**src/include/bmc_select_regs.svh**
```systemverilog
`ifndef BMC_SELECT_REGS_SVH
`define BMC_SELECT_REGS_SVH

// ****************************************
// local selection data set defaults
// ****************************************
`define LOCAL_PRIO1        8'h80
`define LOCAL_GRADE        8'hF8
`define LOCAL_PRECISION    8'hFE
`define LOCAL_VARIANCE     16'hFFFF
`define LOCAL_PRIO2_FAST   8'h7A
`define LOCAL_PRIO2_SLOW   8'h80

// ****************************************
// message type codes (low nibble of header)
// ****************************************
`define MSG_SYNC           4'h0
`define MSG_DELAY_REQ      4'h1
`define MSG_PDELAY_REQ     4'h2
`define MSG_PDELAY_RESP    4'h3
`define MSG_FOLLOW_UP      4'h8
`define MSG_DELAY_RESP     4'h9
`define MSG_PDELAY_RESP_FU 4'hA
`define MSG_ANNOUNCE       4'hB
`define MSG_SIGNALING      4'hC
`define MSG_MANAGEMENT     4'hD

// ****************************************
// best foreign data set hold time
// ****************************************
`define ANNOUNCE_TIMEOUT_US 1000
`define CLK_MHZ             100

`endif

```
**src/include/bmc_select_pkg.sv**
```systemverilog
package bmc_select_pkg;

    typedef enum logic [1:0]
    {
        CLASS_EVENT,
        CLASS_GENERAL,
        CLASS_RESERVED
    } msg_class_e;

    typedef enum logic [2:0]
    {
        USE_TIME_XFER,
        USE_LINK_DELAY,
        USE_ANNOUNCE,
        USE_MANAGEMENT,
        USE_SIGNALING,
        USE_NONE
    } msg_use_e;

    typedef enum logic [1:0]
    {
        PORT_LISTENING,
        PORT_MASTER,
        PORT_SLAVE
    } port_state_e;

endpackage : bmc_select_pkg

```
**src/verilog/data_set_compare.sv**
```systemverilog
`timescale 1ns/100ps
`include "bmc_select_regs.svh"

// ****************************************
// ordered data set comparison
// ****************************************
module data_set_compare
(
    input  wire logic [7:0]  a_prio1_in,
    input  wire logic [7:0]  a_grade_in,
    input  wire logic [7:0]  a_precision_in,
    input  wire logic [15:0] a_variance_in,
    input  wire logic [7:0]  a_prio2_in,
    input  wire logic [63:0] a_ident_in,
    input  wire logic [7:0]  b_prio1_in,
    input  wire logic [7:0]  b_grade_in,
    input  wire logic [7:0]  b_precision_in,
    input  wire logic [15:0] b_variance_in,
    input  wire logic [7:0]  b_prio2_in,
    input  wire logic [63:0] b_ident_in,
    output logic             a_better_out
);

    // first differing field decides, smaller wins
    always_comb
    begin
        if (a_prio1_in != b_prio1_in)
            a_better_out = a_prio1_in < b_prio1_in;
        else if (a_grade_in != b_grade_in)
            a_better_out = a_grade_in < b_grade_in;
        else if (a_precision_in != b_precision_in)
            a_better_out = a_precision_in < b_precision_in;
        else if (a_variance_in != b_variance_in)
            a_better_out = a_variance_in < b_variance_in;
        else if (a_prio2_in != b_prio2_in)
            a_better_out = a_prio2_in < b_prio2_in;
        else
            a_better_out = a_ident_in < b_ident_in;
    end

endmodule : data_set_compare

```
**src/verilog/best_master_clock_select.sv**
```systemverilog
`timescale 1ns/100ps
`include "bmc_select_regs.svh"

// How it works
// - rank by priority1, grade, precision, variance, priority2, then identifier
// - smaller value wins; first differing field decides
// - local set advertises 128, 248, FE, FFFF
// - fast units advertise priority2 122 instead of 128
// - both priority fields are 8-bit unsigned
// - quality given by grade and precision fields, no stratum
// - identifier built from the unit's MAC address
// - Sync, Delay_Req, Pdelay_Req, Pdelay_Resp are event messages, timestamped
// - Announce, Follow_Up, Delay_Resp, Pdelay_Resp_Follow_Up are general
// - Management and Signaling are general, no timestamp
// - announce data sets feed the selection of the grandmaster
// - peer delay messages only drive link delay measurement
module best_master_clock_select
    import bmc_select_pkg::*;
#(
    parameter int TIMEOUT_CYCLES = `ANNOUNCE_TIMEOUT_US * `CLK_MHZ
)
(
    input  wire logic                        clock_in,
    input  wire logic                        sys_rst_in,
    input  wire logic                        fast_unit_in,
    input  wire logic [47:0]                 mac_addr_in,
    input  wire logic                        msg_valid_in,
    input  wire logic [3:0]                  msg_type_in,
    input  wire logic                        ann_valid_in,
    input  wire logic [7:0]                  ann_prio1_in,
    input  wire logic [7:0]                  ann_grade_in,
    input  wire logic [7:0]                  ann_precision_in,
    input  wire logic [15:0]                 ann_variance_in,
    input  wire logic [7:0]                  ann_prio2_in,
    input  wire logic [63:0]                 ann_ident_in,
    output logic                             ts_capture_out,
    output bmc_select_pkg::msg_class_e       msg_class_out,
    output bmc_select_pkg::msg_use_e         msg_use_out,
    output logic                             class_valid_out,
    output logic                             link_delay_out,
    output bmc_select_pkg::port_state_e      port_state_out,
    output logic                             local_is_master_out,
    output logic [7:0]                       best_prio1_out,
    output logic [7:0]                       best_grade_out,
    output logic [7:0]                       best_precision_out,
    output logic [15:0]                      best_variance_out,
    output logic [7:0]                       best_prio2_out,
    output logic [63:0]                      best_ident_out,
    output logic [7:0]                       local_prio2_out,
    output logic [63:0]                      local_ident_out
);
    import bmc_select_pkg::*;

    localparam int CNT_W = $clog2(TIMEOUT_CYCLES + 1);

    // ****************************************
    // local data set
    // ****************************************
    logic [7:0]  local_prio2;
    logic [63:0] local_ident;

    // EUI-64 style identifier from MAC
    function automatic logic [63:0] mac_to_ident(input logic [47:0] mac);
        mac_to_ident = {mac[47:24], 16'hFFFE, mac[23:0]};
    endfunction : mac_to_ident

    assign local_prio2 = fast_unit_in ? `LOCAL_PRIO2_FAST : `LOCAL_PRIO2_SLOW;
    assign local_ident = mac_to_ident(mac_addr_in);

    always_ff @(posedge clock_in)
    begin
        if (sys_rst_in)
        begin
            local_prio2_out <= `LOCAL_PRIO2_SLOW;
            local_ident_out <= 64'h0;
        end
        else
        begin
            local_prio2_out <= local_prio2;
            local_ident_out <= local_ident;
        end
    end

    // ****************************************
    // message classification
    // ****************************************
    msg_class_e cls_d;
    msg_use_e   use_d;

    always_comb
    begin
        cls_d = CLASS_RESERVED;
        use_d = USE_NONE;
        unique case (msg_type_in)
            `MSG_SYNC, `MSG_DELAY_REQ:
            begin
                cls_d = CLASS_EVENT;
                use_d = USE_TIME_XFER;
            end
            `MSG_PDELAY_REQ, `MSG_PDELAY_RESP:
            begin
                cls_d = CLASS_EVENT;
                use_d = USE_LINK_DELAY;
            end
            `MSG_FOLLOW_UP, `MSG_DELAY_RESP:
            begin
                cls_d = CLASS_GENERAL;
                use_d = USE_TIME_XFER;
            end
            `MSG_PDELAY_RESP_FU:
            begin
                cls_d = CLASS_GENERAL;
                use_d = USE_LINK_DELAY;
            end
            `MSG_ANNOUNCE:
            begin
                cls_d = CLASS_GENERAL;
                use_d = USE_ANNOUNCE;
            end
            `MSG_MANAGEMENT:
            begin
                cls_d = CLASS_GENERAL;
                use_d = USE_MANAGEMENT;
            end
            `MSG_SIGNALING:
            begin
                cls_d = CLASS_GENERAL;
                use_d = USE_SIGNALING;
            end
            default:
            begin
                cls_d = CLASS_RESERVED;
                use_d = USE_NONE;
            end
        endcase
    end

    always_ff @(posedge clock_in)
    begin
        if (sys_rst_in)
        begin
            msg_class_out   <= CLASS_RESERVED;
            msg_use_out     <= USE_NONE;
            class_valid_out <= 1'b0;
            ts_capture_out  <= 1'b0;
            link_delay_out  <= 1'b0;
        end
        else
        begin
            class_valid_out <= msg_valid_in;
            ts_capture_out  <= msg_valid_in && (cls_d == CLASS_EVENT);
            link_delay_out  <= msg_valid_in && (use_d == USE_LINK_DELAY);
            if (msg_valid_in)
            begin
                msg_class_out <= cls_d;
                msg_use_out   <= use_d;
            end
        end
    end

    // ****************************************
    // best foreign data set
    // ****************************************
    logic [7:0]  best_prio1_q;
    logic [7:0]  best_grade_q;
    logic [7:0]  best_precision_q;
    logic [15:0] best_variance_q;
    logic [7:0]  best_prio2_q;
    logic [63:0] best_ident_q;
    logic        best_known_q;
    logic        ann_beats_best;
    logic        local_beats_best;
    logic        ann_is_announce;
    logic        refresh_same;
    logic [CNT_W-1:0] age_q;

    assign ann_is_announce = ann_valid_in;
    assign refresh_same    = best_known_q && (ann_ident_in == best_ident_q);

    data_set_compare u_ann_vs_best
    (
        .a_prio1_in     (ann_prio1_in),
        .a_grade_in     (ann_grade_in),
        .a_precision_in (ann_precision_in),
        .a_variance_in  (ann_variance_in),
        .a_prio2_in     (ann_prio2_in),
        .a_ident_in     (ann_ident_in),
        .b_prio1_in     (best_prio1_q),
        .b_grade_in     (best_grade_q),
        .b_precision_in (best_precision_q),
        .b_variance_in  (best_variance_q),
        .b_prio2_in     (best_prio2_q),
        .b_ident_in     (best_ident_q),
        .a_better_out   (ann_beats_best)
    );

    data_set_compare u_local_vs_best
    (
        .a_prio1_in     (`LOCAL_PRIO1),
        .a_grade_in     (`LOCAL_GRADE),
        .a_precision_in (`LOCAL_PRECISION),
        .a_variance_in  (`LOCAL_VARIANCE),
        .a_prio2_in     (local_prio2),
        .a_ident_in     (local_ident),
        .b_prio1_in     (best_prio1_q),
        .b_grade_in     (best_grade_q),
        .b_precision_in (best_precision_q),
        .b_variance_in  (best_variance_q),
        .b_prio2_in     (best_prio2_q),
        .b_ident_in     (best_ident_q),
        .a_better_out   (local_beats_best)
    );

    // keep the best foreign set; same source refreshes it; forget on timeout
    always_ff @(posedge clock_in)
    begin
        if (sys_rst_in)
        begin
            best_known_q     <= 1'b0;
            best_prio1_q     <= 8'hFF;
            best_grade_q     <= 8'hFF;
            best_precision_q <= 8'hFF;
            best_variance_q  <= 16'hFFFF;
            best_prio2_q     <= 8'hFF;
            best_ident_q     <= 64'hFFFF_FFFF_FFFF_FFFF;
            age_q            <= '0;
        end
        else if (ann_is_announce && (!best_known_q || refresh_same || ann_beats_best))
        begin
            best_known_q     <= 1'b1;
            best_prio1_q     <= ann_prio1_in;
            best_grade_q     <= ann_grade_in;
            best_precision_q <= ann_precision_in;
            best_variance_q  <= ann_variance_in;
            best_prio2_q     <= ann_prio2_in;
            best_ident_q     <= ann_ident_in;
            age_q            <= '0;
        end
        else if (best_known_q)
        begin
            if (age_q == CNT_W'(TIMEOUT_CYCLES))
                best_known_q <= 1'b0;
            else
                age_q <= age_q + 1'b1;
        end
    end

    // ****************************************
    // port state
    // ****************************************
    always_ff @(posedge clock_in)
    begin
        if (sys_rst_in)
        begin
            port_state_out      <= PORT_LISTENING;
            local_is_master_out <= 1'b0;
        end
        else if (!best_known_q || local_beats_best)
        begin
            port_state_out      <= PORT_MASTER;
            local_is_master_out <= 1'b1;
        end
        else
        begin
            port_state_out      <= PORT_SLAVE;
            local_is_master_out <= 1'b0;
        end
    end

    always_ff @(posedge clock_in)
    begin
        if (sys_rst_in)
        begin
            best_prio1_out     <= `LOCAL_PRIO1;
            best_grade_out     <= `LOCAL_GRADE;
            best_precision_out <= `LOCAL_PRECISION;
            best_variance_out  <= `LOCAL_VARIANCE;
            best_prio2_out     <= `LOCAL_PRIO2_SLOW;
            best_ident_out     <= 64'h0;
        end
        else if (!best_known_q || local_beats_best)
        begin
            best_prio1_out     <= `LOCAL_PRIO1;
            best_grade_out     <= `LOCAL_GRADE;
            best_precision_out <= `LOCAL_PRECISION;
            best_variance_out  <= `LOCAL_VARIANCE;
            best_prio2_out     <= local_prio2;
            best_ident_out     <= local_ident;
        end
        else
        begin
            best_prio1_out     <= best_prio1_q;
            best_grade_out     <= best_grade_q;
            best_precision_out <= best_precision_q;
            best_variance_out  <= best_variance_q;
            best_prio2_out     <= best_prio2_q;
            best_ident_out     <= best_ident_q;
        end
    end

endmodule : best_master_clock_select

```
**config.mk**
```make
export PLATFORM = sky130hd
export DESIGN_NAME = best_master_clock_select
export DESIGN_NICKNAME = d
export VERILOG_FILES = /design/src/include/bmc_select_pkg.sv /design/src/verilog/data_set_compare.sv /design/src/verilog/best_master_clock_select.sv
export VERILOG_INCLUDE_DIRS = /design/src /design/src/include
export SDC_FILE = /design/constraint.sdc
export NUM_CORES = 1
export LEC_CHECK = 0
export BUFFER_PORTS_ARGS = -buffer_cell sky130_fd_sc_hd__buf_2
export CAP_MARGIN = 20
export CORE_MARGIN = 2
export CORE_UTILIZATION = 49
export DETAILED_ROUTE_END_ITERATION = 8
export PLACE_DENSITY = 0.77
export SYNTH_ARGS = -nofsm -noshare
export SYNTH_HDL_FRONTEND = slang
export SYNTH_SLANG_ARGS = --single-unit
```
**constraint.sdc**
```tcl
create_clock -name clock_in -period 2.9 [get_ports clock_in]
set_clock_uncertainty 0.05 [all_clocks]
set_input_delay 0.58 -clock clock_in [delete_from_list [all_inputs] [get_ports clock_in]]
set_output_delay 0.58 -clock clock_in [all_outputs]
set_load 0.03 [all_outputs]
```
==> impl_metrics.env <==
export IMPL_setup_ws_ns=-0.09399
export IMPL_avgViaCountPerCell=5.627
export IMPL_cts_root_buffer="clkbuf_16"
export IMPL_synth_top_area_share_pct=41.57
export IMPL_routed_wl_um=50660
export IMPL_criticalPathCategory="reg2reg"
export IMPL_slew_viol_final=0
export IMPL_yosysSeqAreaShare_pct=41.57
export IMPL_period_share_pct=103.2
export IMPL_antenna_found_initial=10
export IMPL_grt_max_degree=82
export IMPL_drv_cap=0
export IMPL_start_util_pct=49.49
export IMPL_whs_path_depth=3
export IMPL_cts_tree="done"
export IMPL_pwr_density_cell_mw_per_mm2=555.9
export IMPL_syn_avg_cell_area_um2=9.029
export IMPL_reg2reg_depth=13
export IMPL_seqCellArea_mm2=0.006112
export IMPL_final_nets=2419
export IMPL_multiInputGateArea_mm2=0.008255
export IMPL_violations="setup timing"
export IMPL_tightestPinTransition_ns=0.5563
export IMPL_clockBufferDepth=3
export IMPL_vias=14090
export IMPL_dp_cells=2399
export IMPL_finalNonFillerCells=2503
export IMPL_placed_area_mm2=0.01755
export IMPL_cts_sinks=303
export IMPL_synth_edff_count=0
export IMPL_ys_ff_latch=303
export IMPL_ys_top_cells_by_area="dfxtp_1, ha_1, inv_1"
export IMPL_port_buffers=360
export IMPL_endpoint_kind="flop"
export IMPL_drive_above_1_share_pct=39.22
export IMPL_critPathLaunchType="flop"
export IMPL_yosys_cell_count_top_type="dfxtp_1"
export IMPL_fmax_mhz=334.0
export IMPL_route_detailed_drc=0
export IMPL_die_area_mm2=0.03117
export IMPL_wire_per_inst_um=20.24
export IMPL_finalSetupTns_ns=-0.9601
export IMPL_insertion_delay_ns=0.51
export IMPL_crit_arrival_ns=3.33
export IMPL_fp_dieH_um=176.6
export IMPL_ant_nets=0
export IMPL_outcome="finished with violations"
export IMPL_globalplace_congestion=0.8820
export IMPL_cts_htree_levels=2
export IMPL_min_delay_start="ann_ident_in[22]"
export IMPL_r2r_start="best_ident_q[41]$_SDFFE_PP1P_"
export IMPL_synth_area_mm2=0.01459
export IMPL_startpoint="best_ident_q[41]$_SDFFE_PP1P_"
export IMPL_slew_headroom_pct=62.91
export IMPL_syn_inst=1616
export IMPL_hpwl_um=32650
export IMPL_grt_pass1_vias=13650
export IMPL_hp_class="in2reg"
export IMPL_rows=63
export IMPL_final_cell_area_mm2=0.02055
export IMPL_drtPass1Iterations=5
export IMPL_ir_worst_vdd_mv=0.3699
export IMPL_syn2layout_area_growth_pct=40.85
export IMPL_hold_viol=0
export IMPL_cts_made_buffers=35
export IMPL_yosys_warnings=0
export IMPL_critPathMaxFanout=10
export IMPL_cp_required_ns=3.23
export IMPL_postCtsHoldBufs=0
export IMPL_ys_async_sr_fraction_pct=0
export IMPL_ys_flop_type="dfxtp_1"
export IMPL_die_w_um=176.6
export IMPL_hold_ws_ns=0.2718
export IMPL_nFillCells=2101
export IMPL_io_pins=364
export IMPL_min_period_ns=2.994
export IMPL_fp_coreArea_mm2=0.02948
export IMPL_gr_total_overflow=0
export IMPL_first_iter_violations=1034
export IMPL_reg2reg_slack_ns=-0.09
export IMPL_synthDistinctLibCells=61
export IMPL_synthTopCellsByCount="dfxtp_1, inv_1, ha_1"
export IMPL_grt_pass1_wl_um=70280
export IMPL_p_leak_nw=10.27
export IMPL_finalSetupViolations=45
export IMPL_clkSlewWorstSetupHoldPaths_ns=0.06
export IMPL_grtUsageTotal_pct=28.24
export IMPL_yosys_area_top_type="dfxtp_1"
export IMPL_rsz0062_at_grt="true"
-- power by group --
group / total [W] / switching, W / leakage (nW) / internal [W]
Combinational: 0.00243 / 0.00142 / 7.21 / 0.00101
Clock: 0.00441 / 0.00175 / 0.557 / 0.00266
Sequential: 0.00459 / 0.000157 / 2.50 / 0.00443
-- layer usage --
layer  track usage [%]  wire length (um)
met1             33.65             18880
met2             48.11             24890
met5                 0                44
met3             6.137              4009
met4             13.74              2836
-- stage by stage --
stage	total power (W)	utilization [%]	setup WS, ns
floorplan	0.005863	-	0.05096
global placement	0.006571	59.53	-0.6035
detailed placement	0.006647	59.53	-0.6723
CTS	0.01112	65.08	-0.07017
global route	0.01185	69.71	-0.2154
finish	0.01142	69.71	-0.09399
-- flip-flops by register name, indices dropped and copies added (netlist names), 3 cells and up --
signal              flops
best_grade_out          8
local_ident_out        49
best_prio1_q            8
msg_use_out             3
best_prio2_out          8
age_q                  17
best_prio2_q            8
best_precision_out      8
best_ident_q           64
best_ident_out         64
best_grade_q            8
best_prio1_out          8
best_precision_q        8
best_variance_out      16
best_variance_q        16
-- logic make-up after synthesis --
kind of cell,after synthesis,synth area share (%)
buffers and inverters,336,9.871
flip-flops,303,41.57
multiplexers,56,4.254
AO/OA/AOI/OAI,396,16.53
XOR/XNOR,17,1.020
adder cells (fa/ha/maj),167,14.32
AND/OR/NAND/NOR,340,12.41
other,1,0.02570
-- placed cells by master (no fill, tap or decap), types with 25 or more instances in the layout --
| cell type | instances |
|---|---|
| ha_4 | 29 |
| dfxtp_1 | 268 |
| a31oi_4 | 25 |
| mux2_2 | 46 |
| buf_2 | 359 |
| or3_1 | 30 |
| o21ai_2 | 30 |
| clkbuf_16 | 48 |
| buf_4 | 126 |
| a31oi_1 | 79 |
| o21ai_1 | 84 |
| nand2_1 | 44 |
| dfxtp_2 | 34 |
| a21o_1 | 36 |
| nor2_1 | 79 |
| inv_1 | 208 |
| nor2b_1 | 57 |
| ha_1 | 137 |
| nor3_1 | 27 |
| a21oi_1 | 48 |
| nand4_1 | 44 |
-- critical path, cell delays in order (launching register included) --
cell	delay, ns
dfxtp_2	0.33
inv_2	0.09
ha_4	0.21
a21o_1	0.17
a21o_1	0.18
a21oi_2	0.17
o21ai_2	0.11
buf_4	0.16
a2111oi_4	0.41
o2111ai_4	0.24
buf_12	0.22
clkbuf_16	0.18
a31oi_1	0.22
o21ai_1	0.10
-- layout make-up --
cell class	count	area share (%)
Multi-Input combinational cell	979	40.17
Inverter	231	4.244
Sequential cell	303	29.74
Timing Repair Buffer	533	17.83
Clock inverter	9	0.5053
Antenna cell	7	0.08524
Tap cell	390	2.374
Clock buffer	51	5.053
-- path summary, 6_finish.rpt --
path                                         to
setup / recovery  best_ident_q[58]$_SDFFE_PP1P_
hold / removal    best_ident_q[22]$_SDFFE_PP1P_
setup reg to reg  best_ident_q[58]$_SDFFE_PP1P_
hold reg to reg     msg_use_out[1]$_SDFFE_PP0P_
-- repair_timing --
action | in CTS | in global routing
pin swaps | 11 | 40
gates cloned | 3 | 12
buffers inserted | 15 | 8
setup endpoints to repair | 242 | 225
endpoints found under the hold margin | 0 | 0
resized for setup | 96 | 194
Power figures use the tool's default switching activity.
